<file path="config.mk">
export PLATFORM = sky130hd
export DESIGN_NAME = expansion_bus_master
export DESIGN_NICKNAME = d
export VERILOG_FILES = /design/src/design/expansion_bus_pkg.sv /design/src/design/sync2.sv /design/src/design/expansion_bus_master.sv
export VERILOG_INCLUDE_DIRS = /design/src /design/src/design
export SDC_FILE = /design/constraint.sdc
export NUM_CORES = 1
export LEC_CHECK = 0
export ABC_AREA = 0
export BUFFER_PORTS_ARGS = -buffer_cell sky130_fd_sc_hd__buf_2
export CAP_MARGIN = 20
export CORE_MARGIN = 2
export CORE_UTILIZATION = 35
export CTS_CLUSTER_DIAMETER = 200
export CTS_CLUSTER_SIZE = 8
export DETAILED_ROUTE_END_ITERATION = 8
export PLACE_DENSITY = 0.49
export SYNTH_ARGS = -nofsm -noshare
export SYNTH_HDL_FRONTEND = slang
export SYNTH_SLANG_ARGS = --single-unit
</file>
<file path="constraint.sdc">
create_clock -name aclk -period 2.2 [get_ports aclk]
set_input_delay 0.33 -clock aclk [delete_from_list [all_inputs] [get_ports aclk]]
set_output_delay 0.33 -clock aclk [all_outputs]
set_load 0.02 [all_outputs]
</file>
<file path="src/design/expansion_bus_regs.svh">
`ifndef EXPANSION_BUS_REGS_SVH
`define EXPANSION_BUS_REGS_SVH

// ----------------------------------------------------------------------
// Register offsets (byte addresses)
// ----------------------------------------------------------------------
`define EB_CFG_OFF      8'h00
`define EB_ADDR_OFF     8'h04
`define EB_CTRL_OFF     8'h08
`define EB_WDATA_OFF    8'h0c
`define EB_STATUS_OFF   8'h10
`define EB_RDATA_OFF    8'h14

// ----------------------------------------------------------------------
// Configuration word fields
// ----------------------------------------------------------------------
`define EB_CFG_PROTO    0
`define EB_CFG_MUX      1
`define EB_CFG_AEXT_LO  2
`define EB_CFG_AEXT_HI  3
`define EB_CFG_DEXT_LO  4
`define EB_CFG_DEXT_HI  6
`define EB_CFG_BEXT_LO  7
`define EB_CFG_BEXT_HI  9
`define EB_CFG_MASK     32'h0000_03ff
`define EB_CFG_RESET    32'h0000_0000

// ----------------------------------------------------------------------
// Address, command and status fields
// ----------------------------------------------------------------------
`define EB_ADDR_MASK    32'h0003_ffff
`define EB_ADDR_HI      17
`define EB_CTRL_GO      0
`define EB_CTRL_READ    1
`define EB_CTRL_BE_LO   4
`define EB_CTRL_BE_HI   7
`define EB_STAT_BUSY    0
`define EB_STAT_DONE    1

// ----------------------------------------------------------------------
// Bus answers and counter widths
// ----------------------------------------------------------------------
`define EB_RESP_OK      2'h0
`define EB_RESP_ERR     2'h2
`define EB_CNT_W        3

`endif

</file>
<file path="src/design/expansion_bus_pkg.sv">
package expansion_bus_pkg;

  typedef enum logic [2:0] {
    ST_IDLE,
    ST_REQ,
    ST_ACK,
    ST_ADDR,
    ST_DATA,
    ST_POST,
    ST_REL,
    ST_GAP
  } bus_state_type;

  typedef enum logic {
    PROTO_SEPARATE,
    PROTO_ADDR_STROBE
  } proto_type;

endpackage

</file>
<file path="src/design/sync2.sv">
`timescale 1ns/1ps

module sync2 #(
  parameter int W = 1
) (
  input  wire logic         aclk,
  input  wire logic         aresetn,
  input  wire logic         ce,
  input  wire logic [W-1:0] d,
  input  wire logic [W-1:0] init,
  output logic      [W-1:0] q
);

  typedef struct packed {
    logic [W-1:0] s1;
    logic [W-1:0] s2;
  } sync_state_type;

  sync_state_type st_q;
  sync_state_type st_d;

  initial begin
    if (W < 1) begin
      $error("sync2 width must be at least one");
    end
  end

  always_comb begin
    st_d    = st_q;
    st_d.s1 = d;
    st_d.s2 = st_q.s1;
  end

  // Reset value is a constant pattern per bit, idle level of each pin
  always_ff @(posedge aclk) begin
    if (!aresetn) begin
      st_q <= '0;
    end else if (ce) begin
      st_q <= st_d;
    end
  end

  assign q = st_q.s2 ^ init;

endmodule

</file>
<file path="src/design/expansion_bus_master.sv">
`timescale 1ns/1ps
`include "expansion_bus_regs.svh"

// Notes on behaviour
// a configuration bit picks separate strobes or address/data strobe signalling.
// separate strobes: latch enable low while address valid, whole cycle.
// separate strobes: read strobe pulses low on reads, high on writes.
// separate strobes: write strobe pulses low on writes, high on reads.
// separate strobes: active-high request raised when the bus is needed.
// arbiter raises grant, holds it until request falls, then drops it.
// with no arbiter, active-high grant is tied asserted.
// address strobe low while address valid, for the whole cycle.
// data strobe pulses for reads and writes; direction line gives meaning.
// address strobe style: active-low request driven low when bus needed.
// arbiter drives grant low and holds it until request released.
// with no arbiter, active-low grant is tied low.
// granted, wait acknowledge free, drive it low, release after cycle.
// idle lines float; request raised, then grant sampled.
// nothing driven before the grant is seen.
// separate strobes: request dropped after access, then lines float.
// address strobe style: request low, wait grant before driving lines.
// address strobe style: request released shortly after cycle begins.
// address strobe style: acknowledge released first, then lines float.
// non-multiplexed: each byte enable selects one byte-wide peripheral.
// multiplexed: one 8-bit lane per transfer, no four-byte transfers.
// address held one bus period plus zero to three extra.
// data held one bus period plus zero to seven extra.
// wait one bus period plus zero to seven before re-requesting.
// unselected protocol strobes stay inactive; no driving without grant.
module expansion_bus_master #(
  parameter int ADDR_W = 8
) (
  input  wire logic              aclk,
  input  wire logic              aresetn,
  input  wire logic              ce,
  input  wire logic [ADDR_W-1:0] awaddr,
  input  wire logic              awvalid,
  output logic                   awready,
  input  wire logic [31:0]       wdata,
  input  wire logic [3:0]        wstrb,
  input  wire logic              wvalid,
  output logic                   wready,
  output logic [1:0]             bresp,
  output logic                   bvalid,
  input  wire logic              bready,
  input  wire logic [ADDR_W-1:0] araddr,
  input  wire logic              arvalid,
  output logic                   arready,
  output logic [31:0]            rdata,
  output logic [1:0]             rresp,
  output logic                   rvalid,
  input  wire logic              rready,
  input  wire logic              local_bus_clock,
  input  wire logic [31:0]       local_addr_data_i,
  output logic [31:0]            local_addr_data_o,
  output logic                   local_addr_data_oe_n,
  output logic [3:0]             local_byte_enable_n,
  output logic                   ctrl_oe_n,
  output logic                   address_latch_n,
  output logic                   read_strobe_n,
  output logic                   write_strobe_n,
  output logic                   bus_request_hi,
  input  wire logic              bus_grant_hi,
  output logic                   address_strobe_n,
  output logic                   data_strobe_n,
  output logic                   read_not_write,
  output logic                   bus_request_n,
  input  wire logic              bus_grant_n,
  input  wire logic              grant_acknowledge_n_i,
  output logic                   grant_acknowledge_n_o,
  output logic                   grant_acknowledge_n_oe_n
);
  import expansion_bus_pkg::*;

  typedef struct packed {
    bus_state_type         state;
    logic [`EB_CNT_W-1:0]  cnt;
    logic                  clk_prev;
    logic [31:0]           cfg;
    logic [31:0]           addr;
    logic [31:0]           wdat;
    logic                  rd;
    logic [3:0]            be;
    logic [31:0]           rdat;
    logic                  done;
    logic                  aw_got;
    logic                  w_got;
    logic [7:0]            waddr;
    logic [31:0]           wbuf;
    logic [3:0]            wmask;
    logic                  awready;
    logic                  wready;
    logic                  bvalid;
    logic [1:0]            bresp;
    logic                  arready;
    logic                  rvalid;
    logic [1:0]            rresp;
    logic [31:0]           rdata;
    logic [31:0]           ad_o;
    logic                  ad_oe_n;
    logic                  ctrl_oe_n;
    logic                  ale_n;
    logic                  rd_n;
    logic                  wr_n;
    logic                  hold;
    logic                  as_n;
    logic                  ds_n;
    logic                  rnw;
    logic                  br_n;
    logic                  ack_oe_n;
  } master_state_type;

  master_state_type q;
  master_state_type d;

  logic [35:0] sync_out;
  logic        s_clk;
  logic        s_grant_hi;
  logic        s_grant_n;
  logic        s_ack_n;
  logic [31:0] s_ad;
  logic        tick;
  logic        granted;
  logic        sep;
  logic [3:0]  be_raw;
  logic [3:0]  be_low;
  logic [31:0] lane_mask;

  initial begin
    if (ADDR_W < 5 || ADDR_W > 32) begin
      $error("expansion_bus_master address width must lie between 5 and 32");
    end
  end

  function automatic logic [31:0] merge(input logic [31:0] old_v, input logic [31:0] new_v,
                                        input logic [3:0] strb);
    logic [31:0] res;
    res = old_v;
    for (int i = 0; i < 4; i++) begin
      if (strb[i]) begin
        res[i*8 +: 8] = new_v[i*8 +: 8];
      end
    end
    return res;
  endfunction

  // ----------------------------------------------------------------------
  // Pin synchronisers
  // ----------------------------------------------------------------------
  // Active-low inputs are inverted around the flops so reset reads idle
  sync2 #(.W(36)) u_sync (
    .aclk    (aclk),
    .aresetn (aresetn),
    .ce      (ce),
    .d       ({local_bus_clock, bus_grant_hi, bus_grant_n, grant_acknowledge_n_i,
                local_addr_data_i} ^ 36'h3_0000_0000),
    .init    (36'h3_0000_0000),
    .q       (sync_out)
  );

  assign s_clk      = sync_out[35];
  assign s_grant_hi = sync_out[34];
  assign s_grant_n  = sync_out[33];
  assign s_ack_n    = sync_out[32];
  assign s_ad       = sync_out[31:0];
  assign tick       = s_clk & ~q.clk_prev;
  assign sep        = (q.cfg[`EB_CFG_PROTO] == PROTO_SEPARATE);
  assign granted    = sep ? s_grant_hi : ~s_grant_n;
  assign be_raw     = q.wbuf[`EB_CTRL_BE_HI:`EB_CTRL_BE_LO];
  assign be_low     = be_raw & 4'(~be_raw + 4'h1);
  always_comb begin
    for (int i = 0; i < 4; i++) begin
      lane_mask[i*8 +: 8] = {8{q.be[i]}};
    end
  end

  // ----------------------------------------------------------------------
  // Next state
  // ----------------------------------------------------------------------
  always_comb begin
    d          = q;
    d.clk_prev = s_clk;

    // Register slave: address and data taken in either order
    if (awvalid && q.awready) begin
      d.aw_got = 1'b1;
      d.waddr  = 8'(awaddr);
    end
    if (wvalid && q.wready) begin
      d.w_got = 1'b1;
      d.wbuf  = wdata;
      d.wmask = wstrb;
    end
    if (bready && q.bvalid) begin
      d.bvalid = 1'b0;
    end
    if (q.aw_got && q.w_got && !q.bvalid) begin
      d.aw_got = 1'b0;
      d.w_got  = 1'b0;
      d.bvalid = 1'b1;
      d.bresp  = `EB_RESP_OK;
      case (q.waddr)
        `EB_CFG_OFF: begin
          // Frozen while a bus cycle runs so the protocol cannot switch mid-way
          if (q.state == ST_IDLE) begin
            d.cfg = merge(q.cfg, q.wbuf, q.wmask) & `EB_CFG_MASK;
          end
        end
        `EB_ADDR_OFF: begin
          d.addr = merge(q.addr, q.wbuf, q.wmask) & `EB_ADDR_MASK;
        end
        `EB_WDATA_OFF: begin
          d.wdat = merge(q.wdat, q.wbuf, q.wmask);
        end
        `EB_CTRL_OFF: begin
          // Start is ignored while busy; software polls the busy bit
          if (q.wmask[0] && q.wbuf[`EB_CTRL_GO] && q.state == ST_IDLE) begin
            d.rd    = q.wbuf[`EB_CTRL_READ];
            d.be    = q.cfg[`EB_CFG_MUX] ? be_low : be_raw;
            d.done  = 1'b0;
            d.state = ST_REQ;
            d.hold  = sep;
            d.br_n  = sep;
          end
        end
        `EB_STATUS_OFF, `EB_RDATA_OFF: begin
        end
        default: begin
          d.bresp = `EB_RESP_ERR;
        end
      endcase
    end
    if (rready && q.rvalid) begin
      d.rvalid = 1'b0;
    end
    if (arvalid && q.arready) begin
      d.rvalid = 1'b1;
      d.rresp  = `EB_RESP_OK;
      case (8'(araddr))
        `EB_CFG_OFF:    d.rdata = q.cfg;
        `EB_ADDR_OFF:   d.rdata = q.addr;
        `EB_CTRL_OFF:   d.rdata = {24'h00_0000, q.be, 2'h0, q.rd, 1'b0};
        `EB_WDATA_OFF:  d.rdata = q.wdat;
        `EB_STATUS_OFF: d.rdata = {30'h0000_0000, q.done, q.state != ST_IDLE};
        `EB_RDATA_OFF:  d.rdata = q.rdat;
        default: begin
          d.rdata = 32'h0000_0000;
          d.rresp = `EB_RESP_ERR;
        end
      endcase
    end
    d.awready = !d.aw_got && !d.bvalid;
    d.wready  = !d.w_got && !d.bvalid;
    d.arready = !d.rvalid;

    // Expansion bus sequencer, paced by edges of the bus clock
    case (q.state)
      ST_IDLE: begin
      end
      ST_REQ: begin
        if (granted && (tick || !sep)) begin
          d.state = sep ? ST_ADDR : ST_ACK;
        end
      end
      ST_ACK: begin
        if (s_ack_n && tick) begin
          d.ack_oe_n = 1'b0;
          d.state    = ST_ADDR;
        end
      end
      default: begin
      end
    endcase
    if (q.state != d.state && d.state == ST_ADDR) begin
      d.ad_o      = q.addr;
      d.ad_oe_n   = 1'b0;
      d.ctrl_oe_n = 1'b0;
      d.ale_n     = !sep;
      d.as_n      = sep;
      d.rnw       = q.rd;
      d.cnt       = `EB_CNT_W'(q.cfg[`EB_CFG_AEXT_HI:`EB_CFG_AEXT_LO]);
    end
    if (tick) begin
      case (q.state)
        ST_ADDR: begin
          if (q.cnt == '0) begin
            d.state   = ST_DATA;
            d.ad_o    = q.wdat;
            d.ad_oe_n = q.rd;
            d.rd_n    = !(sep && q.rd);
            d.wr_n    = !(sep && !q.rd);
            d.ds_n    = sep;
            d.br_n    = 1'b1;
            d.cnt     = q.cfg[`EB_CFG_DEXT_HI:`EB_CFG_DEXT_LO];
          end else begin
            d.cnt = q.cnt - 1'b1;
          end
        end
        ST_DATA: begin
          if (q.cnt == '0) begin
            d.state = ST_POST;
            d.rd_n  = 1'b1;
            d.wr_n  = 1'b1;
            d.ds_n  = 1'b1;
            if (q.rd) begin
              d.rdat = s_ad & lane_mask;
            end
          end else begin
            d.cnt = q.cnt - 1'b1;
          end
        end
        ST_POST: begin
          d.state    = ST_REL;
          d.hold     = 1'b0;
          d.ale_n    = 1'b1;
          d.as_n     = 1'b1;
          d.ack_oe_n = 1'b1;
        end
        ST_REL: begin
          d.state     = ST_GAP;
          d.ad_oe_n   = 1'b1;
          d.ctrl_oe_n = 1'b1;
          d.done      = 1'b1;
          d.cnt       = q.cfg[`EB_CFG_BEXT_HI:`EB_CFG_BEXT_LO];
        end
        ST_GAP: begin
          if (q.cnt == '0) begin
            d.state = ST_IDLE;
          end else begin
            d.cnt = q.cnt - 1'b1;
          end
        end
        default: begin
        end
      endcase
    end
  end

  // ----------------------------------------------------------------------
  // State register
  // ----------------------------------------------------------------------
  always_ff @(posedge aclk) begin
    if (!aresetn) begin
      q           <= '0;
      q.state     <= ST_IDLE;
      q.cfg       <= `EB_CFG_RESET;
      q.awready   <= 1'b1;
      q.wready    <= 1'b1;
      q.arready   <= 1'b1;
      q.ad_oe_n   <= 1'b1;
      q.ctrl_oe_n <= 1'b1;
      q.ale_n     <= 1'b1;
      q.rd_n      <= 1'b1;
      q.wr_n      <= 1'b1;
      q.as_n      <= 1'b1;
      q.ds_n      <= 1'b1;
      q.rnw       <= 1'b1;
      q.br_n      <= 1'b1;
      q.ack_oe_n  <= 1'b1;
    end else if (ce) begin
      q <= d;
    end
  end

  assign awready                  = q.awready;
  assign wready                   = q.wready;
  assign bvalid                   = q.bvalid;
  assign bresp                    = q.bresp;
  assign arready                  = q.arready;
  assign rvalid                   = q.rvalid;
  assign rresp                    = q.rresp;
  assign rdata                    = q.rdata;
  assign local_addr_data_o        = q.ad_o;
  assign local_addr_data_oe_n     = q.ad_oe_n;
  assign local_byte_enable_n      = ~q.be;
  assign ctrl_oe_n                = q.ctrl_oe_n;
  assign address_latch_n          = q.ale_n;
  assign read_strobe_n            = q.rd_n;
  assign write_strobe_n           = q.wr_n;
  assign bus_request_hi           = q.hold;
  assign address_strobe_n         = q.as_n;
  assign data_strobe_n            = q.ds_n;
  assign read_not_write           = q.rnw;
  assign bus_request_n            = q.br_n;
  assign grant_acknowledge_n_o    = 1'b0;
  assign grant_acknowledge_n_oe_n = q.ack_oe_n;

  // ----------------------------------------------------------------------
  // Checks
  // ----------------------------------------------------------------------
  logic [3:0] addr_ticks;
  always_ff @(posedge aclk) begin
    if (!aresetn || q.state != ST_ADDR) begin
      addr_ticks <= 4'h0;
    end else if (ce && tick) begin
      addr_ticks <= addr_ticks + 4'h1;
    end
  end
endmodule

</file>
==> flow_summary.ini, run 1 <==
[outcome]
status = finished, final reports clean

[clocking]
cts_tree = built
cts-root-buf = clkbuf_16
max-clock-path-buffers = 3
cts_sinks = 305
numCtsBuffers = 44
cts-hold-fix-buffers = 0
clk_latency_ns = 0.54
clkTransAtPathRegs_ns = 0.05
cts-htree-levels = 2

[global_route]
grt_pass1_vias = 9548
grtUsageMet2_pct = 29.3
grt.met1_usage_pct = 28.2
grt_busiest_layer = met2
grt_max_degree = 216
overflow = 0
grt_antenna_before_repair = 0
grt_use_total_pct = 19.4
grt_pass1_wl_um = 58100
use_met3_pct = 3.46

[yosys]
synth_area_leader_cell = dfxtp_1
synth_common_cells = dfxtp_1 (305), nand2_1 (188), nor2b_1 (154)
synth-seq-area-share_pct = 46.4
synth-simple-area-share_pct = 18.7
synth_fa_ha_area_share_pct = 0.190
netlist_instances = 1366
ys_warn_count = 0
synth_compound_area_share_pct = 15.5
syn_area_um2 = 13100
synthArstFlopShare_pct = 0
synth.avg_cell_area_um2 = 9.62
ys.flop_type = dfxtp_1
synth_most_common_cell = dfxtp_1
synthDistinctLibCells = 67
synth_top_area_share_pct = 46.4
ys_ff_latch = 305
yosys-mux-area-fraction_pct = 11.9
synth_top_family_by_area = simple AND/OR/NAND/NOR gates
synth_top_cells_by_area = dfxtp_1 (46%), mux2i_1 (11%), nor2b_1 (7.3%)
synth_edf_count = 0
synth_xor_area_share_pct = 0

[worst_setup_path]
startpoint_type = flop
cp_max_fo = 21
path_class = reg2reg
worst_ep_required_time_ns = 2.63
cp_data_arrival_time_ns = 2.49
end_kind = flop

[cells_and_area]
fillers = 3705
final_area_um2 = 15400
area_delta_synth_final_pct = 17.1
antenna_cells = 0
final_layout_size_suffix_gt1_share_pct = 20.4
nets = 1578

[placed_design]
pre_cts_ws_ns = 0.0195
gp_congestion = 0.866
dp_hpwl_um = 27100
placed_area_um2 = 14200
port_buffers = 181

[floorplan]
start_util_pct = 35.7
die_w_um = 198
ioPinCount = 185
die_area_um2 = 39100
die_y_um = 198
core_um2 = 36800
rows = 70

[timing]
rsz0062_at_grt = no
relSlewSlack_pct = 33.6
max_freq_mhz = 484
finalCriticalPeriod_ns = 2.06
fin_ws_ns = 0.135
final-hold-violation-count = 0
maxSlewViolCount = 0
clock_skew_ns = 0.0102
whs_ns = 0.0395
setup-violations-final = 0
final.setup.tns_ns = 0
tightest_slew_ns = 0.992
min_period_over_period_pct = 93.9

[run]
max_cap_viol_count = 0

[drt]
wl_per_cell_um = 19.6
wl_um = 38200
vias = 9805
via_per_inst = 5.03
antenna_left = 0
drc_errors = 0
drt_first_pass_iters = 5
drt_iter0_drc = 578

[pwr]
p_leak_nw = 6.40
power.density_nw_per_um2 = 799
vdd_drop_max_mv = 0.479
p_total_mw = 12.3

[hold_path]
hp-class = in2reg
worst max-delay path, cell delays in order (launching register included):
cell and delay [ns]:
dfxtp_1 0.41, and4bb_1 0.31, a32oi_2 0.16, buf_4 0.19
buf_12 0.16, a21o_1 0.26, buf_12 0.19, a22oi_1 0.20
nor2b_1 0.06
routing by layer:
metal | vias to the layer above | wire, um
met5 | - | 0
met4 | 0 | 869
met3 | 55 | 1610
met2 | 194 | 16600
met1 | 4656 | 19100
li1 | 4900 | -
layout by cell type, fill, tap and decap left out, types with 17 or more instances in the layout:
master	n
clkbuf_16	45
a21boi_0	48
buf_4	37
mux2i_1	150
o221a_1	18
o22a_1	19
nor2b_1	153
a22oi_1	38
a21boi_1	38
o21ai_0	20
dfxtp_1	304
nor2_1	21
buf_2	179
o21ai_1	24
a22o_1	17
nand3_1	45
nand2_1	188
power by group:
group / leakage (nW) / internal, mW / switching (mW)
clock: 0.569 / 3.58 / 2.34
combinational: 3.36 / 0.285 / 0.347
sequential: 2.47 / 5.65 / 0.0929
total: 6.40 / 9.52 / 2.78
stage by stage:
stage | std cells | util [%]
floorplan | 1368 | -
global placement | 1902 | 38.6
detailed placement | 1902 | 38.6
CTS | 1951 | 41.8
global route | 1951 | 41.9
finish | 1951 | 41.9
flip-flops by register name (all words and copies together) (netlist names), 4 cells and up:
register / flops
rdata: 32
q: 143
lane_mask: 4
u_sync.st_d: 36
local_addr_data_o: 32
be_raw: 4
u_sync.st_q: 36
cells by family after synthesis:
| family | count (synthesis) |
|---|---|
| AND/OR/NAND/NOR | 459 |
| flip-flops | 305 |
| AO/OA/AOI/OAI | 272 |
| buffers and inverters | 173 |
| multiplexers | 154 |
| adder cells (fa/ha/maj) | 2 |
| other | 1 |
path summary, 6_finish.rpt:
path | slack [ns] | depth (start not counted) | endpoint | from
max | 0.14 | 8 | local_addr_data_o[28] | u_sync.st_q[35]
min | 0.04 | 3 | q[102] | wdata[14]
max reg2reg | 0.14 | 8 | local_addr_data_o[28] | u_sync.st_q[35]
min reg2reg | 0.44 | 2 | rdata[19] | rdata[19]
layout make-up:
type | instances | area (um2) | share of cell area (%)
Clock buffer | 46 | 1130 | 7.34
Sequential cell | 305 | 6110 | 39.7
Multi-Input combinational cell | 890 | 6120 | 39.8
Tap cell | 468 | 586 | 3.80
Clock inverter | 3 | 26.3 | 0.171
Timing Repair Buffer | 227 | 1380 | 8.94
Inverter | 12 | 45.0 | 0.293
repair_timing:
action,CTS,global route
setup buffers,0,0
setup endpoints to repair,4,16
gates resized for setup,1,4
hold endpoints to repair,0,0
pin swaps,0,1
No activity file was read; power rests on OpenSTA's default activity.
==> run 2: changes to the inputs <==
- CORE_ASPECT_RATIO: default -> 1.4
==> run 2 against run 1 <==
  * Utilization down 0.50 points
  * Clock skew rose by 0.0016 ns
  * Combinational power hardly changed
  * Sequential share of layout area shrank 0.092 points
  * Via count about the same
  * Register-to-register slack worse by 0.03 ns
  * Maximum frequency down 1.6%
  * Setup slack got worse by 0.034 ns
  * Routed wire length fell by 4.6%
  * Die area is essentially flat
==> flow_summary.ini, run 2 (same netlist as run 1, synthesis figures left out) <==
[drt]
vias = 9807
via_per_inst = 5.00
wl_um = 36400
drt_first_pass_iters = 5
antenna_left = 0
drt_iter0_drc = 561
drc_errors = 0
wl_per_cell_um = 18.6

[worst_setup_path]
worst_ep_required_time_ns = 2.64
cp_data_arrival_time_ns = 2.54
rrSetupSlack_ns = 0.10
crit_start = q[121]
end_kind = flop
startpoint_type = flop
worstRegToRegCells = 6
path_class = reg2reg
cp_max_fo = 5
r2r_start = q[121]
r2r_end = lane_mask[8]
critPathCapture = lane_mask[8]

[cells_and_area]
nets = 1584
final_area_um2 = 15400
largest_register_ffs = 143
area_delta_synth_final_pct = 17.4
layout_commonest_cell = dfxtp_1
final_cell_mix = dfxtp_1 (305), nand2_1 (188), buf_2 (179)
top_register = q
final_util_pct = 41.3
final_layout_size_suffix_gt1_share_pct = 20.6

[global_route]
grt_use_total_pct = 18.4
overflow = 0
grt_max_degree = 90
grt_antenna_before_repair = 5
grt_pass1_wl_um = 56400
grt_pass1_vias = 9607

[placed_design]
dp_hpwl_um = 26400
port_buffers = 181
gp_congestion = 0.877
placed_area_um2 = 14300

[floorplan]
core_um2 = 37300
start_util_pct = 35.2
rows = 84
die_area_um2 = 39100
die_y_um = 233
die_w_um = 168
ioPinCount = 185

[clocking]
clkTransAtPathRegs_ns = 0.05
cts_sinks = 305
cts-root-buf = clkbuf_16
cts_tree = built
numCtsBuffers = 44
cts-htree-levels = 2
max-clock-path-buffers = 3
clk_latency_ns = 0.54

[pwr]
power.density_nw_per_um2 = 796
vdd_drop_max_mv = 0.384
p_leak_nw = 6.42

[outcome]
status = finished, final reports clean

[timing]
whs_ns = 0.0418
maxSlewViolCount = 0
setup-violations-final = 0
tightest_slew_ns = 0.657
rsz0062_at_grt = no
max_freq_mhz = 476
final-hold-violation-count = 0
finalCriticalPeriod_ns = 2.10
relSlewSlack_pct = 56.1
min_period_over_period_pct = 95.4
clock_skew_ns = 0.0118

[run]
max_cap_viol_count = 0

[hold_path]
hp-class = in2reg
## run 2: cell types whose count changed in the layout (fill, tap and decap cells not counted)
| cell | previous run | this run |
|---|---|---|
| buf_4 | 37 | 44 |
| buf_12 | 9 | 8 |
| dfxtp_2 | 1 | 0 |
| a32oi_1 | 1 | 2 |
| diode_2 | 0 | 1 |
| a32oi_2 | 1 | 0 |
| dfxtp_1 | 304 | 305 |
## run 2: what timing repair did
item                       in CTS  in global routing
setup endpoints to repair      18                 15
pin swaps                       0                  0
setup buffers                   0                  0
gates resized for setup         1                  2
cloned                          0                  0
hold buffers                    0                  0
## run 2: critical path: stages, from the launching register on
cell and delay [ns]:
dfxtp_1 0.31, or4_4 0.54, or2_4 0.27, nor4_4 0.36
buf_4 0.21, nand3_1 0.08, a21boi_1 0.24
## run 2: routing by layer
layer  up-vias  global-route usage (%)  wire length (um)
met2       226                    29.4             16300
met4         8                    6.28              1100
met1      4601                    24.6             17100
li1       4899                       -                 -
met3        73                    3.83              1850
met5         -                       0                48
## run 2: per-stage QoR
step | setup TNS (ns) | instances | setup WS (ns) | total power, mW
final | 0 | 1963 | 0.101 | 12.3
after global routing | 0 | 1963 | 0.00613 | 12.7
after CTS | 0 | 1962 | 0.0575 | 12.5
after detailed placement | -0.401 | 1913 | -0.0438 | 6.48
after global placement | 0 | 1913 | 0.0433 | 6.47
after floorplan | 0 | 1368 | 0.201 | 6.23
## run 2: final cells by class
type / count / area, um2
Antenna cell: 1 / 2.50
Clock buffer: 46 / 1130
Clock inverter: 3 / 26.3
Fill cell: 3694 / 21900
Inverter: 12 / 45.0
Multi-Input combinational cell: 890 / 6120
Sequential cell: 305 / 6110
Tap cell: 473 / 592
Timing Repair Buffer: 233 / 1410
## run 2: how the worst min path moves through the flow
stage | start | endpoint | slack [ns] | cells after the start
finish | wdata[5] | be_raw[1] | 0.04 | 3
global route | wdata[27] | q[115] | 0.03 | 3
CTS | wdata[5] | be_raw[1] | 0.02 | 3
detailed placement | grant_acknowledge_n_oe_n | grant_acknowledge_n_oe_n | 0.43 | 2
global placement | rdata[18] | rdata[18] | 0.43 | 2
floorplan | q[131] | q[131] | 0.43 | 2
## run 2: power breakdown
part / internal (mW) / total [mW] / switching (mW) / leakage (nW)
logic: 0.286 / 0.629 / 0.343 / 3.38
clock network: 3.58 / 5.92 / 2.34 / 0.569
registers: 5.65 / 5.73 / 0.0860 / 2.47
==> run 3: changes to the inputs <==
- CORE_ASPECT_RATIO: 1.4 -> default
- REMOVE_ABC_BUFFERS: default -> 1
==> run 3 against run 2 <==
  * Routed wire length up 6.0%
  * Register-to-register slack barely moved
  * Sequential share of layout area fell by 0.064 points
  * First-iteration DRC count down 8.6%
  * Setup slack gained 0.011 ns
==> flow_summary.ini, run 3 (same netlist as run 1, synthesis figures left out) <==
[outcome]
status = finished, final reports clean

[global_route]
grt_use_total_pct = 19.6
grt_antenna_before_repair = 1
overflow = 0
grt_max_degree = 86
grt_pass1_wl_um = 58200
grt_pass1_vias = 9561

[pwr]
p_leak_nw = 6.45
power.density_nw_per_um2 = 793
vdd_drop_max_mv = 0.519

[drt]
wl_per_cell_um = 19.7
vias = 9908
drt_iter0_drc = 513
antenna_left = 0
via_per_inst = 5.05
drt_first_pass_iters = 4
drc_errors = 0
wl_um = 38600

[worst_setup_path]
slowest_delay_ns = 0.54
cp_data_arrival_time_ns = 2.50
path_class = reg2reg
slowest_stage = or4_4
startpoint_type = flop
cp_max_fo = 7
cp_cell_sequence = or4_4 > or2_4 > nor4_4 > mux2i_1 > nand3b_1
worst_ep_required_time_ns = 2.61
end_kind = flop

[cells_and_area]
antenna_cells = 0
nets = 1591
instances_no_fill = 1962
area_delta_synth_final_pct = 17.6
layout_commonest_cell = dfxtp_1
final_cell_mix = dfxtp_1 (305), nand2_1 (188), buf_2 (179)
largest_register_ffs = 143
top_register = q
final_layout_size_suffix_gt1_share_pct = 21.0

[clocking]
max-clock-path-buffers = 3
cts-htree-levels = 2
numCtsBuffers = 44
cts-root-buf = clkbuf_16
cts_tree = built
clk_latency_ns = 0.54
clkTransAtPathRegs_ns = 0.05
postCtsSetupBuffers = 0
cts_sinks = 305

[placed_design]
placedCellCount = 1915
dp_hpwl_um = 27000
gp_congestion = 0.847
port_buffers = 181

[floorplan]
die_area_um2 = 39100
rows = 70
ioPinCount = 185
core_um2 = 36800
start_util_pct = 35.7
die_y_um = 198
die_w_um = 198

[timing]
min_period_over_period_pct = 94.9
maxSlewViolCount = 0
final.setup.tns_ns = 0
rsz0062_at_grt = no
final-hold-violation-count = 0
finalCriticalPeriod_ns = 2.09
tightest_slew_ns = 0.809
setup-violations-final = 0
relSlewSlack_pct = 45.8
clock_skew_ns = 0.0157
max_freq_mhz = 479

[hold_path]
hp-class = in2reg

[run]
max_cap_viol_count = 0
## run 3: cell types whose count changed in the layout (fill, tap and decap cells not counted), sizes merged
cell,change
diode,-1
inv,-2
buf,+7
## run 3: final cells by class
type	count	area, um2
Clock buffer	46	1130
Clock inverter	1	8.76
Fill cell	3632	21300
Inverter	12	45.0
Multi-Input combinational cell	890	6130
Sequential cell	305	6110
Tap cell	468	586
Timing Repair Buffer	240	1450
## run 3: report_power, final
group	switching, mW	total [mW]	leakage [nW]	internal [mW]
Combinational	0.375	0.670	3.42	0.295
Clock	2.29	5.85	0.560	3.57
Sequential	0.0819	5.73	2.47	5.65
## run 3: critical path: cells and delay by family, from the launching register on
| family | cells | cell delay, ns |
|---|---|---|
| muxes | 1 | 0.25 |
| and+or+nand+nor | 4 | 1.40 |
| DFF | 1 | 0.31 |
## run 3: metrics by stage
stage                     instance area, um2  setup slack [ns]  util [%]  power (mW)  hold WS [ns]
after global placement                 14300             0.154      38.9        6.51         0.433
after global routing                   15500           0.00651      42.0        12.8        0.0351
after CTS                              15400             0.103      42.0        12.5        0.0207
final                                  15500             0.112      42.0        12.3        0.0467
after detailed placement               14300             0.116      38.9        6.52         0.444
after floorplan                        12200             -1.52         -        6.12         0.392
## run 3: final timing paths
path | slack, ns | endpoint | from | cells after the start
setup reg to reg | 0.11 | bus_request_n | q[121] | 5
setup / recovery | 0.11 | bus_request_n | q[121] | 5
hold / removal | 0.05 | q[127] | awaddr[7] | 3
hold reg to reg | 0.44 | grant_acknowledge_n_oe_n | grant_acknowledge_n_oe_n | 2
## run 3: what timing repair did
item | in CTS | in global routing
resized for setup | 0 | 2
setup endpoints to repair | 0 | 13
hold buffers | 0 | 0
## run 3: per-layer routing
| metal | share of wire [%] | up-vias | wire length, um | global-route usage, % |
|---|---|---|---|---|
| met5 | 0 | - | 0 | 0 |
| met4 | 2.3 | 0 | 902 | 5.74 |
| met3 | 5.5 | 55 | 2110 | 4.53 |
| met2 | 45 | 229 | 17300 | 31.0 |
| met1 | 48 | 4690 | 18400 | 26.5 |
| li1 | - | 4934 | - | - |
